## config.mk

```make
export PLATFORM = sky130hd
export DESIGN_NAME = tcc_ctrl
export DESIGN_NICKNAME = d
export VERILOG_FILES = /design/src/rtl/tcc_pkg.sv /design/src/rtl/tcc_ctrl.sv /design/src/rtl/tcc_debounce.sv
export SDC_FILE = /design/constraint.sdc
export NUM_CORES = 1
export LEC_CHECK = 0
export ABC_AREA = 1
export BUFFER_PORTS_ARGS = -buffer_cell sky130_fd_sc_hd__clkbuf_2
export CAP_MARGIN = 20
export CORE_ASPECT_RATIO = 1.4
export CORE_MARGIN = 1
export CORE_UTILIZATION = 60
export CTS_CLUSTER_DIAMETER = 200
export CTS_CLUSTER_SIZE = 16
export DETAILED_ROUTE_END_ITERATION = 8
export GPL_TIMING_DRIVEN = 0
export PLACE_DENSITY_LB_ADDON = 0.12
export SLEW_MARGIN = 25
export SYNTH_ARGS = -nofsm -noshare
export SYNTH_HDL_FRONTEND = slang
export SYNTH_HIERARCHICAL = 1
export SYNTH_SLANG_ARGS = --single-unit
export TNS_END_PERCENT = 50
```

## constraint.sdc

```tcl
create_clock -name sys_clk_in -period 5.79 [get_ports sys_clk_in]
set_clock_uncertainty 0.05 [all_clocks]
set_input_delay 0.2895 -clock sys_clk_in [delete_from_list [all_inputs] [get_ports sys_clk_in]]
set_output_delay 0.2895 -clock sys_clk_in [all_outputs]
set_load 0.01 [all_outputs]
```

## src/rtl/tcc_pkg.sv

```systemverilog
/*
  Package for the transmitter configuration and calibration control block.
  Holds timing figures, switch field positions, display codes and carriers.
  Assumes a 100 MHz system clock.
*/
package tcc_pkg;

  // ************************************************************
  // Timing
  // ************************************************************
  localparam int unsigned CLK_HZ          = 100_000_000;
  localparam int unsigned TICK_HZ         = 1000;
  localparam int unsigned TICK_CYC        = CLK_HZ / TICK_HZ;
  localparam int unsigned DEBOUNCE_MS     = 20;
  localparam int unsigned ADDR_SETTLE_S   = 15;
  localparam int unsigned ADDR_SETTLE_MS  = ADDR_SETTLE_S * 1000;
  localparam int unsigned CAL_HOLD_S      = 3;
  localparam int unsigned CAL_HOLD_MS     = CAL_HOLD_S * 1000;
  localparam int unsigned CAL_DELAY_S     = 5;
  localparam int unsigned CAL_DELAY_MS    = CAL_DELAY_S * 1000;
  localparam int unsigned SPAN_WIN_MIN    = 5;
  localparam int unsigned SPAN_WIN_MS     = SPAN_WIN_MIN * 60 * 1000;
  localparam int unsigned MSG_SHOW_MS     = 2000;
  localparam int unsigned LED_PERIOD_MS   = 2000;
  localparam int unsigned LED_ON_MS       = 200;

  // ************************************************************
  // Address and option switches
  // ************************************************************
  localparam logic [6:0] ADDR_MIN        = 7'h01;
  localparam logic [6:0] ADDR_MAX        = 7'h7f;
  localparam logic [7:0] ADDR_FACTORY    = 8'h7f;
  localparam int unsigned OPT_UNIT_LSB   = 0;
  localparam int unsigned OPT_FACT_BIT   = 4;

  typedef enum logic [1:0] {
    TCC_UNIT_INWC = 2'h0,
    TCC_UNIT_PA   = 2'h1,
    TCC_UNIT_MMWC = 2'h2,
    TCC_UNIT_KPA  = 2'h3
  } tcc_unit_t;

  typedef enum logic [2:0] {
    TCC_DISP_HOME     = 3'h0,
    TCC_DISP_ADDR     = 3'h1,
    TCC_DISP_ADDR_ERR = 3'h2,
    TCC_DISP_ZERO_OK  = 3'h3,
    TCC_DISP_SPAN_OK  = 3'h4,
    TCC_DISP_CAL_FAIL = 3'h5
  } tcc_disp_t;

  // Calibration requests handed to the measurement side.
  typedef struct packed {
    logic zero_apply;
    logic span_apply;
  } tcc_cal_t;

  // Node address state handed to the network engine.
  typedef struct packed {
    logic [6:0] addr;
    logic       valid;
    logic       respond;
    logic       baud_restart;
  } tcc_node_t;

endpackage : tcc_pkg

```

## src/rtl/tcc_ctrl.sv

```systemverilog
/*
  Configuration and local calibration control for a networked pressure
  transmitter: node address capture, option decode, button calibration.
  Assumes all inputs are synchronous to sys_clk_in and that the first
  debounced switch values stand for the power-up state.
*/
`timescale 1ns/10ps
`default_nettype none
module tcc_ctrl
  import tcc_pkg::*;
#(
  parameter int unsigned TICK_DIV   = TICK_CYC,
  parameter int unsigned SETTLE_T   = ADDR_SETTLE_MS,
  parameter int unsigned HOLD_T     = CAL_HOLD_MS,
  parameter int unsigned DELAY_T    = CAL_DELAY_MS,
  parameter int unsigned WINDOW_T   = SPAN_WIN_MS,
  parameter int unsigned MSG_T      = MSG_SHOW_MS,
  parameter int unsigned LED_PER_T  = LED_PERIOD_MS,
  parameter int unsigned LED_ON_T   = LED_ON_MS,
  parameter int unsigned DEB_T      = DEBOUNCE_MS
) (
  input  wire logic       sys_clk_in,
  input  wire logic       nrst_in,
  input  wire logic [7:0] addr_sw_in,
  input  wire logic [7:0] opt_sw_in,
  input  wire logic       zero_btn_in,
  input  wire logic       span_btn_in,
  input  wire logic [1:0] sec_level_in,
  input  wire logic       net_zero_in,
  input  wire logic       net_span_in,
  output tcc_node_t       node_out,
  output tcc_unit_t       unit_out,
  output logic            factory_reset_out,
  output tcc_cal_t        cal_out,
  output tcc_disp_t       disp_out,
  output logic            red_led_out
);

  // ************************************************************
  // Free-running tick and debounce
  // ************************************************************
  logic [31:0] div_ff;
  logic        tick_ff;
  logic [7:0]  addr_db;
  logic [7:0]  opt_db;
  logic [1:0]  btn_db;

  always_ff @(posedge sys_clk_in or negedge nrst_in) begin
    if (!nrst_in) begin
      div_ff  <= 32'h0;
      tick_ff <= 1'b0;
    end else if (div_ff == 32'(TICK_DIV - 1)) begin
      div_ff  <= 32'h0;
      tick_ff <= 1'b1;
    end else begin
      div_ff  <= div_ff + 32'h1;
      tick_ff <= 1'b0;
    end
  end

  tcc_debounce #(.W(18), .TICKS(DEB_T)) u_deb (
    .sys_clk_in (sys_clk_in),
    .nrst_in    (nrst_in),
    .tick_in    (tick_ff),
    .raw_in     ({addr_sw_in, opt_sw_in, zero_btn_in, span_btn_in}),
    .clean_out  ({addr_db, opt_db, btn_db})
  );

  // ************************************************************
  // Power-up capture and continuous unit decode
  // ************************************************************
  logic [15:0] boot_cnt_ff;
  logic        boot_done_ff;
  logic        boot_evt_ff;
  logic        addr_ok;

  // Valid address is 1..127; bit 7 set means out of range.
  assign addr_ok = (addr_db[7] == 1'b0) && (addr_db[6:0] >= ADDR_MIN)
                   && (addr_db[6:0] <= ADDR_MAX);

  always_ff @(posedge sys_clk_in or negedge nrst_in) begin
    if (!nrst_in) begin
      boot_cnt_ff  <= 16'h0;
      boot_done_ff <= 1'b0;
      boot_evt_ff  <= 1'b0;
    end else begin
      boot_evt_ff <= 1'b0;
      if (!boot_done_ff && tick_ff) begin
        if (boot_cnt_ff == 16'(DEB_T + 2)) begin
          boot_done_ff <= 1'b1;
          boot_evt_ff  <= 1'b1;
        end else begin
          boot_cnt_ff <= boot_cnt_ff + 16'h1;
        end
      end
    end
  end

  always_ff @(posedge sys_clk_in or negedge nrst_in) begin
    if (!nrst_in) begin
      factory_reset_out <= 1'b0;
    end else begin
      factory_reset_out <= boot_evt_ff && opt_db[OPT_FACT_BIT];
    end
  end

  always_ff @(posedge sys_clk_in or negedge nrst_in) begin
    if (!nrst_in) begin
      unit_out <= TCC_UNIT_INWC;
    end else begin
      unit_out <= tcc_unit_t'(opt_db[OPT_UNIT_LSB +: 2]);
    end
  end

  // ************************************************************
  // Node address tracking
  // ************************************************************
  logic [7:0]  last_sw_ff;
  logic [31:0] settle_ff;
  logic        pend_ff;

  // Factory setting 127 is a legal address and is adopted at power-up.
  always_ff @(posedge sys_clk_in or negedge nrst_in) begin
    if (!nrst_in) begin
      last_sw_ff <= ADDR_FACTORY;
      settle_ff  <= 32'h0;
      pend_ff    <= 1'b0;
      node_out   <= '0;
    end else begin
      node_out.baud_restart <= 1'b0;
      if (boot_evt_ff) begin
        last_sw_ff            <= addr_db;
        node_out.addr         <= addr_db[6:0];
        node_out.valid        <= addr_ok;
        node_out.respond      <= addr_ok;
        node_out.baud_restart <= 1'b1;
      end else if (boot_done_ff && addr_db != last_sw_ff) begin
        last_sw_ff       <= addr_db;
        settle_ff        <= 32'h0;
        pend_ff          <= 1'b1;
        node_out.respond <= 1'b0;
      end else if (pend_ff && tick_ff) begin
        if (settle_ff == 32'(SETTLE_T - 1)) begin
          pend_ff               <= 1'b0;
          node_out.addr         <= addr_db[6:0];
          node_out.valid        <= addr_ok;
          node_out.respond      <= addr_ok;
          node_out.baud_restart <= 1'b1;
        end else begin
          settle_ff <= settle_ff + 32'h1;
        end
      end
    end
  end

  // ************************************************************
  // Invalid address blink
  // ************************************************************
  logic [15:0] led_cnt_ff;

  always_ff @(posedge sys_clk_in or negedge nrst_in) begin
    if (!nrst_in) begin
      led_cnt_ff  <= 16'h0;
      red_led_out <= 1'b0;
    end else begin
      if (tick_ff) begin
        led_cnt_ff <= (led_cnt_ff == 16'(LED_PER_T - 1)) ? 16'h0 : led_cnt_ff + 16'h1;
      end
      red_led_out <= boot_done_ff && !addr_ok
                     && (led_cnt_ff < 16'(LED_ON_T));
    end
  end

  // ************************************************************
  // Calibration sequencer
  // ************************************************************
  typedef enum logic [4:0] {
    CS_IDLE  = 5'b00001,
    CS_HOLDZ = 5'b00010,
    CS_HOLDS = 5'b00100,
    CS_WAIT  = 5'b01000,
    CS_REL   = 5'b10000
  } tcc_cst_t;

  tcc_cst_t    cst_ff;
  logic [31:0] ccnt_ff;
  logic        is_span_ff;
  logic        zero_done_ff;
  logic [31:0] win_ff;
  logic        zero_ok;
  logic        span_ok;
  logic        cal_zero_evt;
  logic        cal_span_evt;
  logic        fail_evt;

  assign zero_ok = (sec_level_in != 2'h3);
  assign span_ok = (sec_level_in == 2'h0) && zero_done_ff;
  assign cal_zero_evt = (cst_ff == CS_WAIT) && tick_ff && !is_span_ff
                        && ccnt_ff == 32'(DELAY_T - 1);
  assign cal_span_evt = (cst_ff == CS_WAIT) && tick_ff && is_span_ff
                        && ccnt_ff == 32'(DELAY_T - 1);
  assign fail_evt = (cst_ff == CS_IDLE) && btn_db[0] && !btn_db[1]
                    && (sec_level_in == 2'h0) && !zero_done_ff;

  always_ff @(posedge sys_clk_in or negedge nrst_in) begin
    if (!nrst_in) begin
      cst_ff     <= CS_IDLE;
      ccnt_ff    <= 32'h0;
      is_span_ff <= 1'b0;
    end else begin
      case (cst_ff)
        CS_IDLE: begin
          ccnt_ff <= 32'h0;
          if (btn_db[1] && !btn_db[0] && zero_ok) begin
            cst_ff     <= CS_HOLDZ;
            is_span_ff <= 1'b0;
          end else if (btn_db[0] && !btn_db[1] && span_ok) begin
            cst_ff     <= CS_HOLDS;
            is_span_ff <= 1'b1;
          end else if (fail_evt) begin
            cst_ff <= CS_REL;
          end
        end
        CS_HOLDZ, CS_HOLDS: begin
          if (!btn_db[is_span_ff ? 0 : 1]) begin
            cst_ff <= CS_IDLE;
          end else if (tick_ff) begin
            if (ccnt_ff == 32'(HOLD_T - 1)) begin
              cst_ff  <= CS_REL;
              ccnt_ff <= 32'h0;
            end else begin
              ccnt_ff <= ccnt_ff + 32'h1;
            end
          end
        end
        CS_REL: begin
          ccnt_ff <= 32'h0;
          if (btn_db == 2'b00) begin
            // A refused span attempt must never reach the apply delay.
            cst_ff <= (!fail_ff && (zero_done_ff || !is_span_ff)) ? CS_WAIT : CS_IDLE;
          end
        end
        CS_WAIT: begin
          if (tick_ff) begin
            if (ccnt_ff == 32'(DELAY_T - 1)) begin
              cst_ff <= CS_IDLE;
            end else begin
              ccnt_ff <= ccnt_ff + 32'h1;
            end
          end
        end
        default: cst_ff <= CS_IDLE;
      endcase
    end
  end

  // Failed span attempts enter CS_REL with is_span_ff kept from the last attempt and no hold, so
  // a separate flag keeps them from applying a zero.
  logic fail_ff;
  always_ff @(posedge sys_clk_in or negedge nrst_in) begin
    if (!nrst_in) begin
      fail_ff <= 1'b0;
    end else if (fail_evt) begin
      fail_ff <= 1'b1;
    end else if (cst_ff == CS_IDLE) begin
      fail_ff <= 1'b0;
    end
  end

  // Network requests pass through one register stage, whatever the security level.
  always_ff @(posedge sys_clk_in or negedge nrst_in) begin
    if (!nrst_in) begin
      cal_out <= '0;
    end else begin
      cal_out.zero_apply <= net_zero_in || (cal_zero_evt && !fail_ff);
      cal_out.span_apply <= net_span_in || cal_span_evt;
    end
  end

  always_ff @(posedge sys_clk_in or negedge nrst_in) begin
    if (!nrst_in) begin
      zero_done_ff <= 1'b0;
      win_ff       <= 32'h0;
    end else if (cal_zero_evt && !fail_ff) begin
      zero_done_ff <= 1'b1;
      win_ff       <= 32'h0;
    end else if (zero_done_ff && tick_ff) begin
      if (win_ff == 32'(WINDOW_T - 1) || cal_span_evt) begin
        zero_done_ff <= 1'b0;
      end else begin
        win_ff <= win_ff + 32'h1;
      end
    end
  end

  // ************************************************************
  // Display selection
  // ************************************************************
  logic [31:0] msg_ff;

  always_ff @(posedge sys_clk_in or negedge nrst_in) begin
    if (!nrst_in) begin
      disp_out <= TCC_DISP_HOME;
      msg_ff   <= 32'h0;
    end else if (boot_evt_ff) begin
      disp_out <= addr_ok ? TCC_DISP_ADDR : TCC_DISP_ADDR_ERR;
      msg_ff   <= 32'h0;
    end else if (cal_zero_evt && !fail_ff) begin
      disp_out <= TCC_DISP_ZERO_OK;
      msg_ff   <= 32'h0;
    end else if (cal_span_evt) begin
      disp_out <= TCC_DISP_SPAN_OK;
      msg_ff   <= 32'h0;
    end else if (fail_evt) begin
      disp_out <= TCC_DISP_CAL_FAIL;
      msg_ff   <= 32'h0;
    end else if (disp_out != TCC_DISP_HOME && tick_ff) begin
      if (msg_ff == 32'(MSG_T - 1)) begin
        disp_out <= TCC_DISP_HOME;
      end else begin
        msg_ff <= msg_ff + 32'h1;
      end
    end
  end
endmodule : tcc_ctrl
`default_nettype wire

```

## src/rtl/tcc_debounce.sv

```systemverilog
/*
  Debouncer: an input is passed on once it has held one value for a set
  number of ticks. Assumes the input is synchronous to the clock.
*/
`timescale 1ns/10ps
`default_nettype none
module tcc_debounce
  import tcc_pkg::*;
#(
  parameter int unsigned W     = 1,
  parameter int unsigned TICKS = DEBOUNCE_MS
) (
  input  wire logic         sys_clk_in,
  input  wire logic         nrst_in,
  input  wire logic         tick_in,
  input  wire logic [W-1:0] raw_in,
  output logic      [W-1:0] clean_out
);
  logic [W-1:0] cand_ff;
  logic [15:0]  cnt_ff;

  always_ff @(posedge sys_clk_in or negedge nrst_in) begin
    if (!nrst_in) begin
      cand_ff   <= '0;
      cnt_ff    <= 16'h0000;
      clean_out <= '0;
    end else if (raw_in != cand_ff) begin
      cand_ff <= raw_in;
      cnt_ff  <= 16'h0000;
    end else if (tick_in) begin
      if (cnt_ff == 16'(TICKS)) begin
        clean_out <= cand_ff;
      end else begin
        cnt_ff <= cnt_ff + 16'h0001;
      end
    end
  end
endmodule : tcc_debounce
`default_nettype wire

```

==> impl_metrics.ini, run 1 <==
[outcome]
status = completed

[cells_and_area]
stdcell_area_um2 = 18900
fin_cells = 3031
seq_area_um2 = 6970
multiInputGateArea_um2 = 8910
area_delta_synth_final_pct = 8.85
fin_nets = 2685
n_antenna_cell = 0
n_fill_cell = 2660
drive_gt1_share_pct = 6.17

[worst_hold_path]
hold_path_class = input port to register
hp-start = sec_level_in[0]
min_to = cst_ff[1]
worstHoldPathCells = 6

[worst_setup_path]
rr_startpoint = ccnt_ff[0]
reg2regPathDepth = 9
worst_setup_path_end_kind = register
rrSetupSlack_ns = 3.29
crit_arrival_ns = 2.90
worstSetupPathType = register to register
cp_max_fo = 5
start_kind = register
timing.rr.end = ccnt_ff[26]
cp.required_ns = 6.19

[floorplan]
coreArea_um2 = 28500
die_w_um = 146
die_y_um = 203
dieArea_um2 = 29700
start_util_pct = 61.1
rows = 73
pin_count = 43

[place]
place_area_um2 = 18200
pre_cts_slack_ns = 3.36
dp.cells = 2982
io_buffer_count = 42
routabilityCongestion = 0.977
dp.final_hpwl_um = 34300

[drt]
ant_nets = 0
first_pass_iters = 5
via_count = 16400
routed_wl_um = 45100
viasPerCell = 5.40
drc = 0
wl_per_cell_um = 14.9
first_iter_violations = 907

[cts]
htree_levels = 1
numCtsBuffers = 21
cts.path.max_buffers = 3
path_clk_slew_ns = 0.07
cts_tree = yes
cts_root_buffer = clkbuf_16
clk_latency_ns = 0.53
cts_setup_buffers = 0
cts_sinks = 278

[sta]
timing.final.max_slew_violations = 0
fin_crit_sh_pct = 43.2
clock.fmax_mhz = 400
max_slew_margin_pct = 52.2
tightest_slew_ns = 0.714
finalWorstSetupSlack_ns = 3.29
hold_violations = 0
setup_viol = 0
min_period_ns = 2.50
rsz0062_at_grt = false

[power]
leakagePower_nw = 9.13
peakVddDrop_mv = 0.257
power-per-cell-area_nw_per_um2 = 180

[logic_synthesis]
synthCells = 2562
syn_area_um2 = 17400
syn_nets = 2596
yosysWarningCount = 6
synth.avg_cell_area_um2 = 6.79

[flow_run]
drv_cap = 0

[global_routing]
grt_first_pass_wirelength_um = 75600
grt_max_degree = 88
grt_usage_pct = 31.2
overflow = 0
antenna_found_initial = 0
first_global_vias = 16000
-- timing repair --
action / 4_1_cts / 5_1_grt
hold buffers: 21 / 0
gates resized for setup: 0 / 0
hold endpoints to repair: 68 / 0
-- critical path: stages, from the launching register on --
cell,delay (ns)
dfrtp_1,0.43
ha_1,0.29
nand2_2,0.11
nor2_1,0.48
nand2_1,0.31
nor2_1,0.32
nand2_1,0.10
nand2_1,0.07
o211ai_1,0.09
o21ai_0,0.17
-- cells in the final DEF (no fill, tap or decap), types with 4 or more instances in the layout --
cell type,n
o21ai_0,70
xnor2_1,35
clkbuf_2,42
nand3_1,221
buf_4,9
inv_1,287
ha_1,10
buf_6,4
clkbuf_16,21
nand2_2,6
a21oi_1,24
clkbuf_1,40
nor2_2,8
nand4_1,85
nand3b_1,4
nor4_1,12
nor3_1,71
inv_2,7
xor2_1,88
dfstp_2,8
nand2_1,791
nor2_1,422
o211ai_1,17
or2_2,5
o21ai_1,7
dlygate4sd3_1,21
buf_2,31
dfrtp_1,270
-- sequential cells by signal, summed over array words and instances (netlist names), 2 cells and up --
name	count
cst_ff	5
win_ff	32
div_ff	32
node_out	10
msg_ff	32
cal_out	2
u_deb/cand_ff	18
unit_out	2
led_cnt_ff	16
u_deb/clean_out	13
u_deb/cnt_ff	16
last_sw_ff	8
disp_out	3
boot_cnt_ff	16
settle_ff	32
ccnt_ff	32
-- worst max-delay path by stage --
stage,startpoint,to
after detailed placement,ccnt_ff[0],ccnt_ff[10]
final,ccnt_ff[0],ccnt_ff[26]
after CTS,ccnt_ff[0],ccnt_ff[26]
after global placement,nrst_in,div_ff[15]
after global routing,ccnt_ff[0],ccnt_ff[26]
after floorplan,ccnt_ff[0],win_ff[3]
-- layer usage --
layer  wire length [µm]  vias to the layer above  GRT usage [%]
li1                   -                     8258              -
met2              22900                      404           57.5
met4               2170                        0           16.2
met5                  0                        -              0
met1              18200                     7566           35.6
met3               1700                      136           2.84
-- where the power goes --
group | internal, W | switching, W | total, W | leakage [nW]
clock | 0.000663 | 0.000695 | 0.00136 | 0.272
sequential | 0.00195 | 0.00000540 | 0.00195 | 3.79
combinational | 0.0000354 | 0.0000632 | 0.0000986 | 5.07
-- final cells by class --
type                       instances  area share [%]
buffer                            79            2.11
timing repair buffer              66            2.70
clock buffer                      27            2.89
tap                              375            2.48
multi-input combinational       1907            47.1
clock inverter                     1          0.0595
inverter                         298            5.91
sequential                       278            36.8
-- per-stage QoR --
step | util (%) | total power [W] | hold slack (ns) | setup TNS, ns
2_1_floorplan | - | 0.00202 | -0.0561 | 0
3_3_place_gp | 63.4 | 0.00207 | 0.310 | -363.28
3_5_place_dp | 63.8 | 0.00208 | 0.230 | 0
4_1_cts | 66.5 | 0.00345 | 0.189 | 0
5_1_grt | 66.5 | 0.00352 | 0.250 | 0
6_report | 66.5 | 0.00341 | 0.215 | 0
No activity file was read; power rests on OpenSTA's default activity.
==> run 2, diff against run 1 <==
Settings changed: CORE_UTILIZATION 60 to 58.
Clock period 5.79 ns to 2.27 ns, I/O delays scaled along.
==> impl_metrics.ini, run 2 (synthesized netlist as in run 1, its figures left out) <==
[outcome]
status = completed

[place]
dp.final_hpwl_um = 34800
routabilityCongestion = 0.953
dp.cells = 2987
place_area_um2 = 18200
io_buffer_count = 42

[sta]
setup_viol = 0
tightest_slew_ns = 0.602
hold_violations = 0
rsz0062_at_grt = true
timing.final.max_slew_violations = 0
fin_crit_sh_pct = 95.5
clock.fmax_mhz = 461
max_slew_margin_pct = 59.9
min_period_ns = 2.17

[global_routing]
overflow = 0
grtUsageMet2_pct = 56.0
grt_max_degree = 88
use_met1_pct = 35.5
use_met3_pct = 2.81
first_global_vias = 15800
grt_first_pass_wirelength_um = 75300
grt_usage_pct = 30.5
antenna_found_initial = 0
top_usage_layer = met2

[floorplan]
die_w_um = 148
pin_count = 43
start_util_pct = 59.3
coreArea_um2 = 29400
rows = 74
die_y_um = 207
dieArea_um2 = 30700

[cells_and_area]
drive_gt1_share_pct = 7.31
n_antenna_cell = 0
fin_cells = 3046
seq_area_um2 = 6970
final_cell_mix = 789 x nand2_1, 411 x nor2_1, 286 x inv_1, 269 x dfrtp_1, 219 x nand3_1
n_fill_cell = 2689
fin_nets = 2692
stdcell_area_um2 = 19100
post-route-util_pct = 65.2
area_delta_synth_final_pct = 9.92
final_common_cell = nand2_1
multiInputGateArea_um2 = 9000

[cts]
htree_levels = 1
clk_latency_ns = 0.55
cts_tree = yes
cts_sinks = 278
path_clk_slew_ns = 0.08
cts_root_buffer = clkbuf_16
numCtsBuffers = 21
cts.path.max_buffers = 3

[drt]
wl_per_cell_um = 15.0
via_count = 16400
first_iter_violations = 1015
routed_wl_um = 45700
viasPerCell = 5.37
drc = 0
first_pass_iters = 7
ant_nets = 0

[worst_setup_path]
cp_max_fo = 10
endpoint = msg_ff[25]
worstSetupPathType = register to register
worst_setup_path_end_kind = register
cp.required_ns = 2.66
rr_startpoint = ccnt_ff[1]
startpoint = ccnt_ff[1]
start_kind = register
reg2regPathDepth = 13
crit_arrival_ns = 2.55
rrSetupSlack_ns = 0.10
timing.rr.end = msg_ff[25]

[power]
power-per-cell-area_nw_per_um2 = 457
power.total_w = 0.00874
leakagePower_nw = 9.18
peakVddDrop_mv = 0.606

[flow_run]
drv_cap = 0

[worst_hold_path]
hold_path_class = input port to async pin
[run 2: cell types whose count changed in the layout (fill, tap and decap cells not counted), moves of 3 or more]
| cell | delta |
|---|---|
| nor2_2 | +8 |
| buf_2 | -6 |
| nor2_4 | +3 |
| buf_4 | +10 |
| nor2_1 | -11 |
| clkbuf_4 | +4 |
[run 2: critical path, cell delays in order, from the launching register on]
cell and delay (ns):
dfrtp_1 0.40, ha_2 0.22, nand2_2 0.12, inv_1 0.07, nand2_1 0.08, nor2_2 0.05
nand2_1 0.10, nor2_4 0.06, nand2_2 0.10, nand2_4 0.08, nor2_4 0.20, clkbuf_4 0.27
o21ai_0 0.11, nor2_1 0.14
[run 2: cell type report]
type / instances / area share [%]
clock buffers: 29 / 2.90
flip-flops and latches: 278 / 36.4
inverters: 298 / 5.86
repair buffers: 74 / 2.99
clock inverters: 2 / 0.105
multi-input cells: 1907 / 47.1
plain buffers: 78 / 2.16
well taps: 380 / 2.49
[run 2: metal layers]
| metal | wire length [µm] | up-vias |
|---|---|---|
| li1 | - | 8277 |
| met1 | 18300 | 7531 |
| met2 | 23500 | 425 |
| met3 | 1830 | 123 |
| met4 | 2080 | 0 |
| met5 | 0 | - |
[run 2: worst min path at each step]
stage                     slack (ns)              to  cells after the start            start
after floorplan                -0.23  boot_cnt_ff[0]                      0          nrst_in
after global placement          0.25      cal_out[0]                      3      net_span_in
after detailed placement        0.06   settle_ff[10]                      1          nrst_in
after CTS                       0.02       cst_ff[1]                      6  sec_level_in[1]
after global routing            0.06   settle_ff[10]                      2          nrst_in
final                           0.03    settle_ff[8]                      2          nrst_in
[run 2: what timing repair did]
| item | in CTS | in global routing |
|---|---|---|
| endpoints found under the setup margin | 81 | 120 |
| setup buffers | 1 | 7 |
| resized for setup | 6 | 34 |
| hold buffers | 21 | 0 |
| pin swaps | 0 | 3 |
| hold endpoints to repair | 170 | 0 |
[run 2: power breakdown]
group,leakage [nW],switching [W],internal [W]
sequential,3.78,0.0000134,0.00497
combinational,5.12,0.000163,0.0000903
clock,0.279,0.00179,0.00171
total,9.18,0.00197,0.00677
[run 2: per-stage QoR]
step | hold WS [ns] | setup WS (ns) | TNS [ns]
CTS | 0.0157 | 0.0225 | 0
floorplan | -0.232 | 0.452 | 0
global placement | 0.251 | -4.75 | -1295.21
detailed placement | 0.0558 | -0.162 | -1.64
finish | 0.0311 | 0.102 | 0
global route | 0.0582 | -0.0200 | -0.0200
